===== src/design/pin_mux_pkg.sv =====
package pin_mux_pkg;
  localparam int PORT_THREE_W = 16;
  localparam int PORT_FOUR_W = 2;
  localparam int CFG_W = 2;
  localparam int ADDR_W = 5;

  // Register byte offsets
  localparam logic [ADDR_W-1:0] OFS_THREE_LATCH = 5'h00;
  localparam logic [ADDR_W-1:0] OFS_THREE_DIR = 5'h04;
  localparam logic [ADDR_W-1:0] OFS_FOUR_LATCH = 5'h08;
  localparam logic [ADDR_W-1:0] OFS_FOUR_DIR = 5'h0C;
  localparam logic [ADDR_W-1:0] OFS_SYS_CONFIG = 5'h10;
  localparam logic [ADDR_W-1:0] OFS_THREE_PINS = 5'h14;
  localparam logic [ADDR_W-1:0] OFS_FOUR_PINS = 5'h18;

  // Reset values
  localparam logic [PORT_THREE_W-1:0] THREE_RESET = 16'h0000;
  localparam logic [PORT_FOUR_W-1:0] FOUR_RESET = 2'h0;
  localparam logic [CFG_W-1:0] CFG_RESET = 2'h0;

  // System configuration fields
  localparam int CFG_BYTE_HIGH_DISABLE = 0;
  localparam int CFG_SEGMENTATION_DISABLE = 1;

  // Port three line positions
  localparam int BIT_TIMER0_IN = 0;
  localparam int BIT_TIMER6_OUT = 1;
  localparam int BIT_SERIAL1_RX = 9;
  localparam int BIT_BYTE_HIGH = 12;
  localparam int BIT_READY = 14;
  // Lines 0,2,4,5,6,7,14 take alternate input only
  localparam logic [PORT_THREE_W-1:0] ALT_IN_ONLY = 16'h40F5;
  // Lines 1,3,8,10,13,15 plus receive lines 9,11 AND the latch
  localparam logic [PORT_THREE_W-1:0] ALT_AND_MASK = 16'hAF0A;

  // Bus configuration pin encodings
  localparam logic [1:0] BUS_SINGLE_CHIP = 2'h0;
  localparam logic [1:0] BUS_MUX_8 = 2'h1;
  localparam logic [1:0] BUS_MUX_16 = 2'h2;
  localparam logic [1:0] BUS_DEMUX_16 = 2'h3;

  localparam logic [1:0] RESP_OKAY = 2'h0;
  localparam logic [1:0] RESP_SLVERR = 2'h2;

  typedef struct packed {
    logic [PORT_THREE_W-1:0] level;
    logic [PORT_THREE_W-1:0] in_use;
  } alt_drive_t;

  typedef struct packed {
    logic byte_high_enable_n;
    logic segment_address_high;
    logic segment_address_low;
  } bus_drive_t;
endpackage : pin_mux_pkg


===== src/design/pin_sync.sv =====
`timescale 1ns/1ps
module pin_sync #(
  parameter int W = 1
) (
  input wire logic aclk,
  input wire logic aresetn,
  input wire logic [W-1:0] d,
  output logic [W-1:0] q
);
  logic [W-1:0] meta;

  // First stage feeds only the second
  always_ff @(posedge aclk) begin
    if (!aresetn) begin
      meta <= '0;
      q <= '0;
    end else begin
      meta <= d;
      q <= meta;
    end
  end
endmodule : pin_sync


===== src/design/alt_pin_mux.sv =====
// Functional notes
// Every port three line has alternate function
// Unused alternate lines act as GPIO
// Input-only alternates read the input latch
// Software sets input when pin driven externally
// Output direction loops latch into input latch
// Ready line also offers unlatched pin input
// Lines 1,3,13,15 carry timer/strobe/clock outputs
// Lines 10,8 carry serial transmit or clock
// Alternate output ANDed with port latch
// Software sets output and latch one first
// Idle alternate output rests high
// Sixteen-bit bus forces line 12 byte-high output
// Byte-high disable returns line 12 to GPIO
// Async serial: software sets receive lines input
// Half-duplex: software flips receive line direction
// Port four carries segment address low/high
// External bus drives segment address on four
// Segmentation disable returns port four to GPIO
// All directions reset to input
// Released lines use last written direction
// Writes stored during automatic control
//
// Local design decisions: the AXI4-Lite interface to the registers and the register offsets.
`timescale 1ns/1ps
module alt_pin_mux (
  input wire logic aclk,
  input wire logic aresetn,
  input wire logic [pin_mux_pkg::ADDR_W-1:0] awaddr,
  input wire logic awvalid,
  output logic awready,
  input wire logic [31:0] wdata,
  input wire logic [3:0] wstrb,
  input wire logic wvalid,
  output logic wready,
  output logic [1:0] bresp,
  output logic bvalid,
  input wire logic bready,
  input wire logic [pin_mux_pkg::ADDR_W-1:0] araddr,
  input wire logic arvalid,
  output logic arready,
  output logic [31:0] rdata,
  output logic [1:0] rresp,
  output logic rvalid,
  input wire logic rready,
  input wire logic bus_config_pin_1,
  input wire logic bus_config_pin_0,
  input wire pin_mux_pkg::alt_drive_t alt_drive,
  input wire pin_mux_pkg::bus_drive_t bus_drive,
  input wire logic [pin_mux_pkg::PORT_THREE_W-1:0] port_three_in,
  output logic [pin_mux_pkg::PORT_THREE_W-1:0] port_three_out,
  output logic [pin_mux_pkg::PORT_THREE_W-1:0] port_three_oe,
  input wire logic [pin_mux_pkg::PORT_FOUR_W-1:0] port_four_in,
  output logic [pin_mux_pkg::PORT_FOUR_W-1:0] port_four_out,
  output logic [pin_mux_pkg::PORT_FOUR_W-1:0] port_four_oe,
  output logic [pin_mux_pkg::PORT_THREE_W-1:0] alt_input,
  output logic ready_unlatched_n
);
  localparam int SYNC_W = pin_mux_pkg::PORT_THREE_W + pin_mux_pkg::PORT_FOUR_W + 2;
  localparam int F_LO = pin_mux_pkg::PORT_THREE_W;
  localparam int C_LO = F_LO + pin_mux_pkg::PORT_FOUR_W;

  logic [pin_mux_pkg::PORT_THREE_W-1:0] three_latch;
  logic [pin_mux_pkg::PORT_THREE_W-1:0] three_dir;
  logic [pin_mux_pkg::PORT_FOUR_W-1:0] four_latch;
  logic [pin_mux_pkg::PORT_FOUR_W-1:0] four_dir;
  logic [pin_mux_pkg::PORT_FOUR_W-1:0] four_pins;
  logic [pin_mux_pkg::CFG_W-1:0] sys_config;
  logic [SYNC_W-1:0] sync_q;
  logic [pin_mux_pkg::PORT_THREE_W-1:0] s_three;
  logic [pin_mux_pkg::PORT_FOUR_W-1:0] s_four;
  logic [1:0] s_cfg;
  logic external_bus;
  logic sixteen_bit;
  logic bhe_auto;
  logic seg_auto;
  logic [pin_mux_pkg::PORT_THREE_W-1:0] alt_level;
  logic [pin_mux_pkg::PORT_THREE_W-1:0] next_three_out;
  logic [pin_mux_pkg::PORT_THREE_W-1:0] next_three_oe;
  logic [pin_mux_pkg::ADDR_W-1:0] aw_addr_q;
  logic [pin_mux_pkg::ADDR_W-1:0] ar_addr_q;
  logic [31:0] w_data_q;
  logic [3:0] w_strb_q;
  logic [pin_mux_pkg::ADDR_W-1:0] wr_word;
  logic [pin_mux_pkg::ADDR_W-1:0] rd_word;
  logic do_write;
  logic do_read;

  function automatic logic [15:0] merge16(
    input logic [15:0] old,
    input logic [31:0] data,
    input logic [3:0] strb
  );
    merge16 = {strb[1] ? data[15:8] : old[15:8], strb[0] ? data[7:0] : old[7:0]};
  endfunction : merge16

  function automatic logic is_mapped(input logic [pin_mux_pkg::ADDR_W-1:0] a);
    case (a)
      pin_mux_pkg::OFS_THREE_LATCH, pin_mux_pkg::OFS_THREE_DIR,
      pin_mux_pkg::OFS_FOUR_LATCH, pin_mux_pkg::OFS_FOUR_DIR,
      pin_mux_pkg::OFS_SYS_CONFIG, pin_mux_pkg::OFS_THREE_PINS,
      pin_mux_pkg::OFS_FOUR_PINS: is_mapped = 1'b1;
      default: is_mapped = 1'b0;
    endcase
  endfunction : is_mapped

  // Pins and bus configuration straps cross in from outside
  pin_sync #(
    .W(SYNC_W)
  ) u_sync (
    .aclk(aclk),
    .aresetn(aresetn),
    .d({bus_config_pin_1, bus_config_pin_0, port_four_in, port_three_in}),
    .q(sync_q)
  );

  assign s_three = sync_q[F_LO-1:0];
  assign s_four = sync_q[C_LO-1:F_LO];
  assign s_cfg = sync_q[SYNC_W-1:C_LO];
  assign ready_unlatched_n = sync_q[pin_mux_pkg::BIT_READY];

  assign external_bus = s_cfg != pin_mux_pkg::BUS_SINGLE_CHIP;
  assign sixteen_bit = (s_cfg == pin_mux_pkg::BUS_MUX_16) || (s_cfg == pin_mux_pkg::BUS_DEMUX_16);
  assign bhe_auto = sixteen_bit && !sys_config[pin_mux_pkg::CFG_BYTE_HIGH_DISABLE];
  assign seg_auto = external_bus && !sys_config[pin_mux_pkg::CFG_SEGMENTATION_DISABLE];

  // Per-line output path; line 12 is the only automatic one
  for (genvar i = 0; i < pin_mux_pkg::PORT_THREE_W; i++) begin : g_three
    // A peripheral not using its line reads as high
    assign alt_level[i] = (pin_mux_pkg::ALT_AND_MASK[i] && alt_drive.in_use[i]) ?
                          alt_drive.level[i] : 1'b1;
    if (i == pin_mux_pkg::BIT_BYTE_HIGH) begin : g_bhe
      assign next_three_out[i] = bhe_auto ? bus_drive.byte_high_enable_n : three_latch[i];
      assign next_three_oe[i] = bhe_auto | three_dir[i];
    end else begin : g_gp
      assign next_three_out[i] = three_latch[i] & alt_level[i];
      assign next_three_oe[i] = three_dir[i];
    end
  end

  always_ff @(posedge aclk) begin
    if (!aresetn) begin
      port_three_out <= pin_mux_pkg::THREE_RESET;
      port_three_oe <= pin_mux_pkg::THREE_RESET;
    end else begin
      port_three_out <= next_three_out;
      port_three_oe <= next_three_oe;
    end
  end

  // Segment address bypasses the latch so software's value survives
  always_ff @(posedge aclk) begin
    if (!aresetn) begin
      port_four_out <= pin_mux_pkg::FOUR_RESET;
      port_four_oe <= pin_mux_pkg::FOUR_RESET;
    end else if (seg_auto) begin
      port_four_out <= {bus_drive.segment_address_high, bus_drive.segment_address_low};
      port_four_oe <= '1;
    end else begin
      port_four_out <= four_latch;
      port_four_oe <= four_dir;
    end
  end

  // Input latch sees the driven value while a line is an output
  always_ff @(posedge aclk) begin
    if (!aresetn) begin
      alt_input <= pin_mux_pkg::THREE_RESET;
      four_pins <= pin_mux_pkg::FOUR_RESET;
    end else begin
      alt_input <= (port_three_oe & port_three_out) | (~port_three_oe & s_three);
      four_pins <= (port_four_oe & port_four_out) | (~port_four_oe & s_four);
    end
  end

  // Write path: address and data held until both are in
  assign do_write = !awready && !wready && !bvalid;
  assign wr_word = {aw_addr_q[pin_mux_pkg::ADDR_W-1:2], 2'h0};

  always_ff @(posedge aclk) begin
    if (!aresetn) begin
      awready <= 1'b1;
      aw_addr_q <= '0;
    end else if (awvalid && awready) begin
      awready <= 1'b0;
      aw_addr_q <= awaddr;
    end else if (bvalid && bready) begin
      awready <= 1'b1;
    end
  end

  always_ff @(posedge aclk) begin
    if (!aresetn) begin
      wready <= 1'b1;
      w_data_q <= '0;
      w_strb_q <= '0;
    end else if (wvalid && wready) begin
      wready <= 1'b0;
      w_data_q <= wdata;
      w_strb_q <= wstrb;
    end else if (bvalid && bready) begin
      wready <= 1'b1;
    end
  end

  always_ff @(posedge aclk) begin
    if (!aresetn) begin
      bvalid <= 1'b0;
      bresp <= pin_mux_pkg::RESP_OKAY;
    end else if (do_write) begin
      bvalid <= 1'b1;
      bresp <= is_mapped(wr_word) ? pin_mux_pkg::RESP_OKAY : pin_mux_pkg::RESP_SLVERR;
    end else if (bready) begin
      bvalid <= 1'b0;
    end
  end

  // Software values stay stored even while hardware owns a line
  always_ff @(posedge aclk) begin
    if (!aresetn) begin
      three_latch <= pin_mux_pkg::THREE_RESET;
      three_dir <= pin_mux_pkg::THREE_RESET;
      four_latch <= pin_mux_pkg::FOUR_RESET;
      four_dir <= pin_mux_pkg::FOUR_RESET;
      sys_config <= pin_mux_pkg::CFG_RESET;
    end else if (do_write) begin
      case (wr_word)
        pin_mux_pkg::OFS_THREE_LATCH: three_latch <= merge16(three_latch, w_data_q, w_strb_q);
        pin_mux_pkg::OFS_THREE_DIR: three_dir <= merge16(three_dir, w_data_q, w_strb_q);
        pin_mux_pkg::OFS_FOUR_LATCH: begin
          if (w_strb_q[0]) begin
            four_latch <= w_data_q[pin_mux_pkg::PORT_FOUR_W-1:0];
          end
        end
        pin_mux_pkg::OFS_FOUR_DIR: begin
          if (w_strb_q[0]) begin
            four_dir <= w_data_q[pin_mux_pkg::PORT_FOUR_W-1:0];
          end
        end
        pin_mux_pkg::OFS_SYS_CONFIG: begin
          if (w_strb_q[0]) begin
            sys_config <= w_data_q[pin_mux_pkg::CFG_W-1:0];
          end
        end
        default: begin
        end
      endcase
    end
  end

  // Read path: one cycle from address capture to data
  assign do_read = !arready && !rvalid;
  assign rd_word = {ar_addr_q[pin_mux_pkg::ADDR_W-1:2], 2'h0};

  always_ff @(posedge aclk) begin
    if (!aresetn) begin
      arready <= 1'b1;
      ar_addr_q <= '0;
    end else if (arvalid && arready) begin
      arready <= 1'b0;
      ar_addr_q <= araddr;
    end else if (rvalid && rready) begin
      arready <= 1'b1;
    end
  end

  always_ff @(posedge aclk) begin
    if (!aresetn) begin
      rvalid <= 1'b0;
      rdata <= '0;
      rresp <= pin_mux_pkg::RESP_OKAY;
    end else if (do_read) begin
      rvalid <= 1'b1;
      rresp <= is_mapped(rd_word) ? pin_mux_pkg::RESP_OKAY : pin_mux_pkg::RESP_SLVERR;
      case (rd_word)
        pin_mux_pkg::OFS_THREE_LATCH: rdata <= 32'(three_latch);
        pin_mux_pkg::OFS_THREE_DIR: rdata <= 32'(three_dir);
        pin_mux_pkg::OFS_FOUR_LATCH: rdata <= 32'(four_latch);
        pin_mux_pkg::OFS_FOUR_DIR: rdata <= 32'(four_dir);
        pin_mux_pkg::OFS_SYS_CONFIG: rdata <= 32'(sys_config);
        pin_mux_pkg::OFS_THREE_PINS: rdata <= 32'(alt_input);
        pin_mux_pkg::OFS_FOUR_PINS: rdata <= 32'(four_pins);
        default: rdata <= '0;
      endcase
    end else if (rready) begin
      rvalid <= 1'b0;
    end
  end
endmodule : alt_pin_mux


===== config.mk =====
export PLATFORM = sky130hd
export DESIGN_NAME = alt_pin_mux
export DESIGN_NICKNAME = d
export VERILOG_FILES = /design/src/design/pin_mux_pkg.sv /design/src/design/pin_sync.sv /design/src/design/alt_pin_mux.sv
export SDC_FILE = /design/constraint.sdc
export NUM_CORES = 1
export LEC_CHECK = 0
export BUFFER_PORTS_ARGS = -buffer_cell sky130_fd_sc_hd__clkbuf_2
export CORE_UTILIZATION = 55
export DETAILED_ROUTE_END_ITERATION = 8
export HOLD_SLACK_MARGIN = 0.08
export PLACE_DENSITY_LB_ADDON = 0.2
export SYNTH_ARGS = -nofsm -noshare
export SYNTH_HDL_FRONTEND = slang
export SYNTH_SLANG_ARGS = --single-unit

===== constraint.sdc =====
create_clock -name aclk -period 4 [get_ports aclk]
set_clock_uncertainty 0.2 [all_clocks]
set_input_delay 0 -clock aclk [delete_from_list [all_inputs] [get_ports aclk]]
set_output_delay 0 -clock aclk [all_outputs]
set_load 0.1 [all_outputs]

# After elaboration in Yosys (flattened, before gate mapping)
# Index checks and enable logic that the tools add are counted.
dict set report totals {
  register_bits 201
  latch_bits 0
  ramBits 0
  rom_bits 0
  in_bits 108
  out_inout_bits 94
  word_cells 122
  n_memories 0
}
dict set report classes {
  addsub 0
  multipliers 0
  div_mod_pow 0
  magnitude_cmp 0
  n_eq_ne 14
  n_shift 0
  muxes 29
  n_bitwise 17
  reduce_logical 35
}
# cell count
set op_table {}
lappend op_table {{$pmux 16 s7} 1}
lappend op_table {{$and 16x16->16} 2}
lappend op_table {{$mux 1} 24}
lappend op_table {{$reduce_and 3->1} 7}
lappend op_table {{$eq 3x3->1 const B} 6}
lappend op_table {{$not 16->16} 1}
lappend op_table {{$or 16x16->16} 1}
lappend op_table {{$reduce_or 7->1} 2}
lappend op_table {{$eq 3x2->1 const B} 4}
lappend op_table {{$reduce_bool 2->1} 6}
lappend op_table {{$logic_and 1x1->1} 10}
lappend op_table {{$logic_not 5->1} 2}
lappend op_table {{$and 1x1->1} 8}
lappend op_table {{$mux 2} 4}
lappend op_table {{$logic_not 1->1} 7}
lappend op_table {{$eq 3x1->1 const B} 2}
lappend op_table {{$and 2x2->2} 2}
lappend op_table {{$eq 2x2->1 const B} 2}
lappend op_table {{$not 2->2} 1}
lappend op_table {{$or 2x2->2} 1}
lappend op_table {{$logic_or 1x1->1} 1}
lappend op_table {{$or 1x1->1} 1}

# Longest topological paths before layout
dict set report depth {
  word_depth 6
  ltp_mapped 7
  ltp_nobuf 4
}

# Modules after synthesis
# A second synthesis with hierarchy kept.
dict set report hier_totals {
  cells_unflattened 637
  area_unflattened_um2 6512.5
}
# mod instances cells_each area_each_um2 seq_area_each_um2
set modules_own_cells {}
lappend modules_own_cells {alt_pin_mux 1 553 5405.2 2782.7}
lappend modules_own_cells {pin_sync 1 84 1107.3 800.8}

# Worst setup path before layout
# Ideal clock, no wire load.
dict set report synth_timing {
  path_type {register to register}
  start {register bvalid}
  end {register three_latch[0] (netlist name)}
  setup_time_ns 0.116
  t_arrival_ns 2.110
  t_required_ns 3.684
  setup_slack_ns 1.574
  path_stages_with_launch 5
  path_buffers 0
  synth_period_minus_slack_ns 2.426
  cell_sequence {dfxtp_1 or4b_4 nor4_4 mux2i_1 nor2b_1}
}
dict set report synth_via {
  elab_chain_len 3
}
# element line_no
set synth_lines {}
lappend synth_lines {{from (decl)} alt_pin_mux.sv:37} ;# output logic bvalid,
lappend synth_lines {{from (signal assigned)} alt_pin_mux.sv:208} ;# bvalid <= 1'b0;
lappend synth_lines {{from (signal assigned)} alt_pin_mux.sv:211} ;# bvalid <= 1'b1;
lappend synth_lines {{from (signal assigned)} alt_pin_mux.sv:214} ;# bvalid <= 1'b0;
lappend synth_lines {{$logic_not 1->1} alt_pin_mux.sv:177} ;# assign do_write = !awready && !wready && !bvalid;
lappend synth_lines {{$logic_and 1x1->1} alt_pin_mux.sv:177}
lappend synth_lines {{$reduce_and 3->1 (no source line)} -}
lappend synth_lines {{to (signal assigned)} alt_pin_mux.sv:221} ;# three_latch <= pin_mux_pkg::THREE_RESET;
lappend synth_lines {{to (signal assigned)} alt_pin_mux.sv:228} ;# pin_mux_pkg::OFS_THREE_LATCH: three_latch <= merge16(three_latch, w_data_q, w_strb_q);
lappend synth_lines {{to (decl)} alt_pin_mux.sv:63} ;# logic [pin_mux_pkg::PORT_THREE_W-1:0] three_latch;
# No other way between the ends.
# A chain may end at the register's enable or synchronous reset.

==> run metrics <==
Die Ht 111 µm; Hold WS 0.126 ns; violated checks DRC; Synth Area in XOR/XNOR 0%; EDFF count, synth 0; chip width 111 µm; setup TNS 0 ns; # setup viols final 0; First DRT Iteration DRCs 229; Filler cells 793; Synth top area share 54.8%; first-pass GRT wire length 25,200 µm; Final ANT Viol Nets 0; Pleak 3.72 nW; largest family of logic cells by synthesized area simple AND/OR/NAND/NOR gates; final hold vios 0; nets 964; CTS Buffer Depth 2; WS Path Type input pin to flip-flop; post-route minimum period 2.46 ns; mapped cell area 6550 µm²; Synth Area in Adders 0%; core area 11,500 µm²; unrepaired setup endpoints after global routing no; reg2reg start arready; r2r setup slk 1.61 ns; Mean Syn Cell Area 10.4 µm²; CP Data Arrival Time 2.62 ns; sw frac 24.7%; Comb pwr share 10.8%; Ant. Diodes 0; mux share of post-synthesis cell area 11.8%; initial antenna violation count 0; Sink Count 179; Overall Power 0.00378 W; Synth Area in Compound Gates 9.00%; Worst Hold Class input pin to flip-flop; max-slew violation count 0; top cells by area, synth dfxtp_1 (55%), mux2i_1 (11%), nor2b_1 (7.0%), and2_1 (6.2%), nand2_1 (3.7%); Crit Path Max Fanout 131; CP startpoint aresetn; worst hold start port_four_in[0]; vias in the first global route 5,139; Synth-to-Final Area Change 33.5%; CP Launch Type input pin; gr ovfl total 0; dpl hpwl 8960 µm; post_cts resized 0; largest net degree at the start of global routing 132; Peak VDD IR 0.330 mV; share of cells above drive strength 1 20.6%; Total GRT Usage 26.3%; I/O pins 202; PD cells 433 nW/µm²; hold_buf cts 93; count of cell types in the netlist 32; fmax 406 MHz; # rows 39; DIE AREA 12,300 µm²; routability cong. 0.751; Initial Util 56.8%; post-CTS setup buffers 0; clk root buf clkbuf_16; WL/cell 15.2 µm; main flop type after synthesis dfxtp_1; Max H-tree Level 4; DRC 18; Pint 0.00285 W; via/cell ratio 5.06; Post-Synthesis Cells 631; warnings from Yosys 0; vias 5,114; clock power share 40.0%; total length of routed wires 15,400 µm; clock insertion delay at the later pin of the skew report 0.42 ns; Final period util 61.5%; Synth Area in Simple Gates 19.6%; drt pass-1 iters 7; clk slew on worst S/H paths 0.06 ns; # Max-Cap Violations 0; Port Buffer Count 145; Sequential Power Share 49.2%; P_sw 0.000934 W; Slew HR 35.1%; worst slew pin tran 0.973 ns; Worst Setup End Kind flip-flop; CTS tree built; Synth async-reset ratio 0%; CP required 4.16 ns; cts bufs inserted 17; outcome finished, violations left; Yosys reg bits 179; post-synth top area cell dfxtp_1; sequential-to-total area share from yosys stat 54.8%
placed cells by master, fill, tap and decap left out, types with 2 or more instances in the layout:
master / n
a21boi_0: 27
a21oi_1: 12
a22oi_1: 14
and2_1: 65
buf_4: 5
clkbuf_1: 6
clkbuf_16: 17
clkbuf_2: 144
clkbuf_8: 2
clkinv_2: 5
conb_1: 18
dfxtp_1: 179
dlygate4sd3_1: 93
inv_1: 12
mux2i_1: 75
nand2_1: 64
nand3_1: 3
nand3b_1: 3
nand4_1: 3
nor2_1: 5
nor2b_1: 73
nor3_1: 2
o21a_1: 4
o21ai_0: 12
o2bb2ai_1: 14
sequential cells by signal, summed over array words and instances (netlist names), 16 cells and up:
| name | cells |
|---|---|
| alt_input | 16 |
| port_three_out | 16 |
| three_dir | 16 |
| w_data_q | 16 |
| port_three_oe | 16 |
| u_sync.meta | 20 |
| u_sync.q | 20 |
| rdata | 16 |
| three_latch | 16 |
cell type report:
class                   instances  area [µm²]  share of cell area (%)
clock inverters                 6        55.1                   0.630
inverters                      12        45.0                   0.515
well taps                     143         179                    2.05
multi-input cells             404        2710                    31.0
flip-flops and latches        179        3580                    41.0
clock buffers                  25         475                    5.44
repair buffers                242        1690                    19.3
critical path, cell delays in order:
cell,delay [ns]
dlygate4sd3_1,0.54
buf_4,0.75
buf_4,0.49
nand2_1,0.10
a21oi_1,0.15
dlygate4sd3_1,0.57
routing by layer:
layer	up-vias	GRT usage (%)	share of wire [%]
met2	141	46.9	51
met3	29	6.94	4.4
li1	2509	-	-
met4	0	10.5	2.1
met1	2435	29.9	42
met5	-	0	0
cells by family after synthesis:
| logic type | count (synthesis) |
|---|---|
| flip-flops | 179 |
| AND/OR/NAND/NOR | 226 |
| buffers and inverters | 65 |
| AO/OA/AOI/OAI | 84 |
| multiplexers | 76 |
| other | 1 |
path summary, 6_finish.rpt:
path / cells after the start / end
setup / recovery: 6 / port_three_out[3]
hold / removal: 3 / u_sync.meta[16]
setup reg to reg: 6 / ar_addr_q[4]
hold reg to reg: 1 / u_sync.q[2]
per-stage QoR:
step	instances	cell area, µm²	setup slack [ns]	utilization (%)
final	1011	8740	1.54	75.9
after global routing	1011	8740	1.36	75.9
after CTS	1011	8740	1.61	75.9
after detailed placement	887	7280	1.70	63.2
after global placement	887	7280	1.77	63.2
after floorplan	648	6610	1.57	-
Yosys cell counts, types with 2 or more instances:
library cell / count
dfxtp_1: 179
mux2i_1: 75
nor2b_1: 73
and2_1: 65
nand2_1: 64
clkbuf_1: 32
a21boi_0: 27
buf_4: 18
a22oi_1: 14
o2bb2ai_1: 14
a21oi_1: 12
inv_1: 12
o21ai_0: 12
nor2_1: 5
o21a_1: 4
nand3_1: 3
nand3b_1: 3
nand4_1: 3
buf_2: 2
nor3_1: 2
power by group through the flow:
stage / Clock [W] / Sequential (W) / Combinational [W]
finish: 0.00151 / 0.00186 / 0.000409
global route: 0.00161 / 0.00186 / 0.000434
CTS: 0.00154 / 0.00186 / 0.000403
detailed placement: 0 / 0.00190 / 0.000336
global placement: 0 / 0.00189 / 0.000331
floorplan: 0 / 0.00197 / 0.000197
Power figures use the tool's default switching activity.
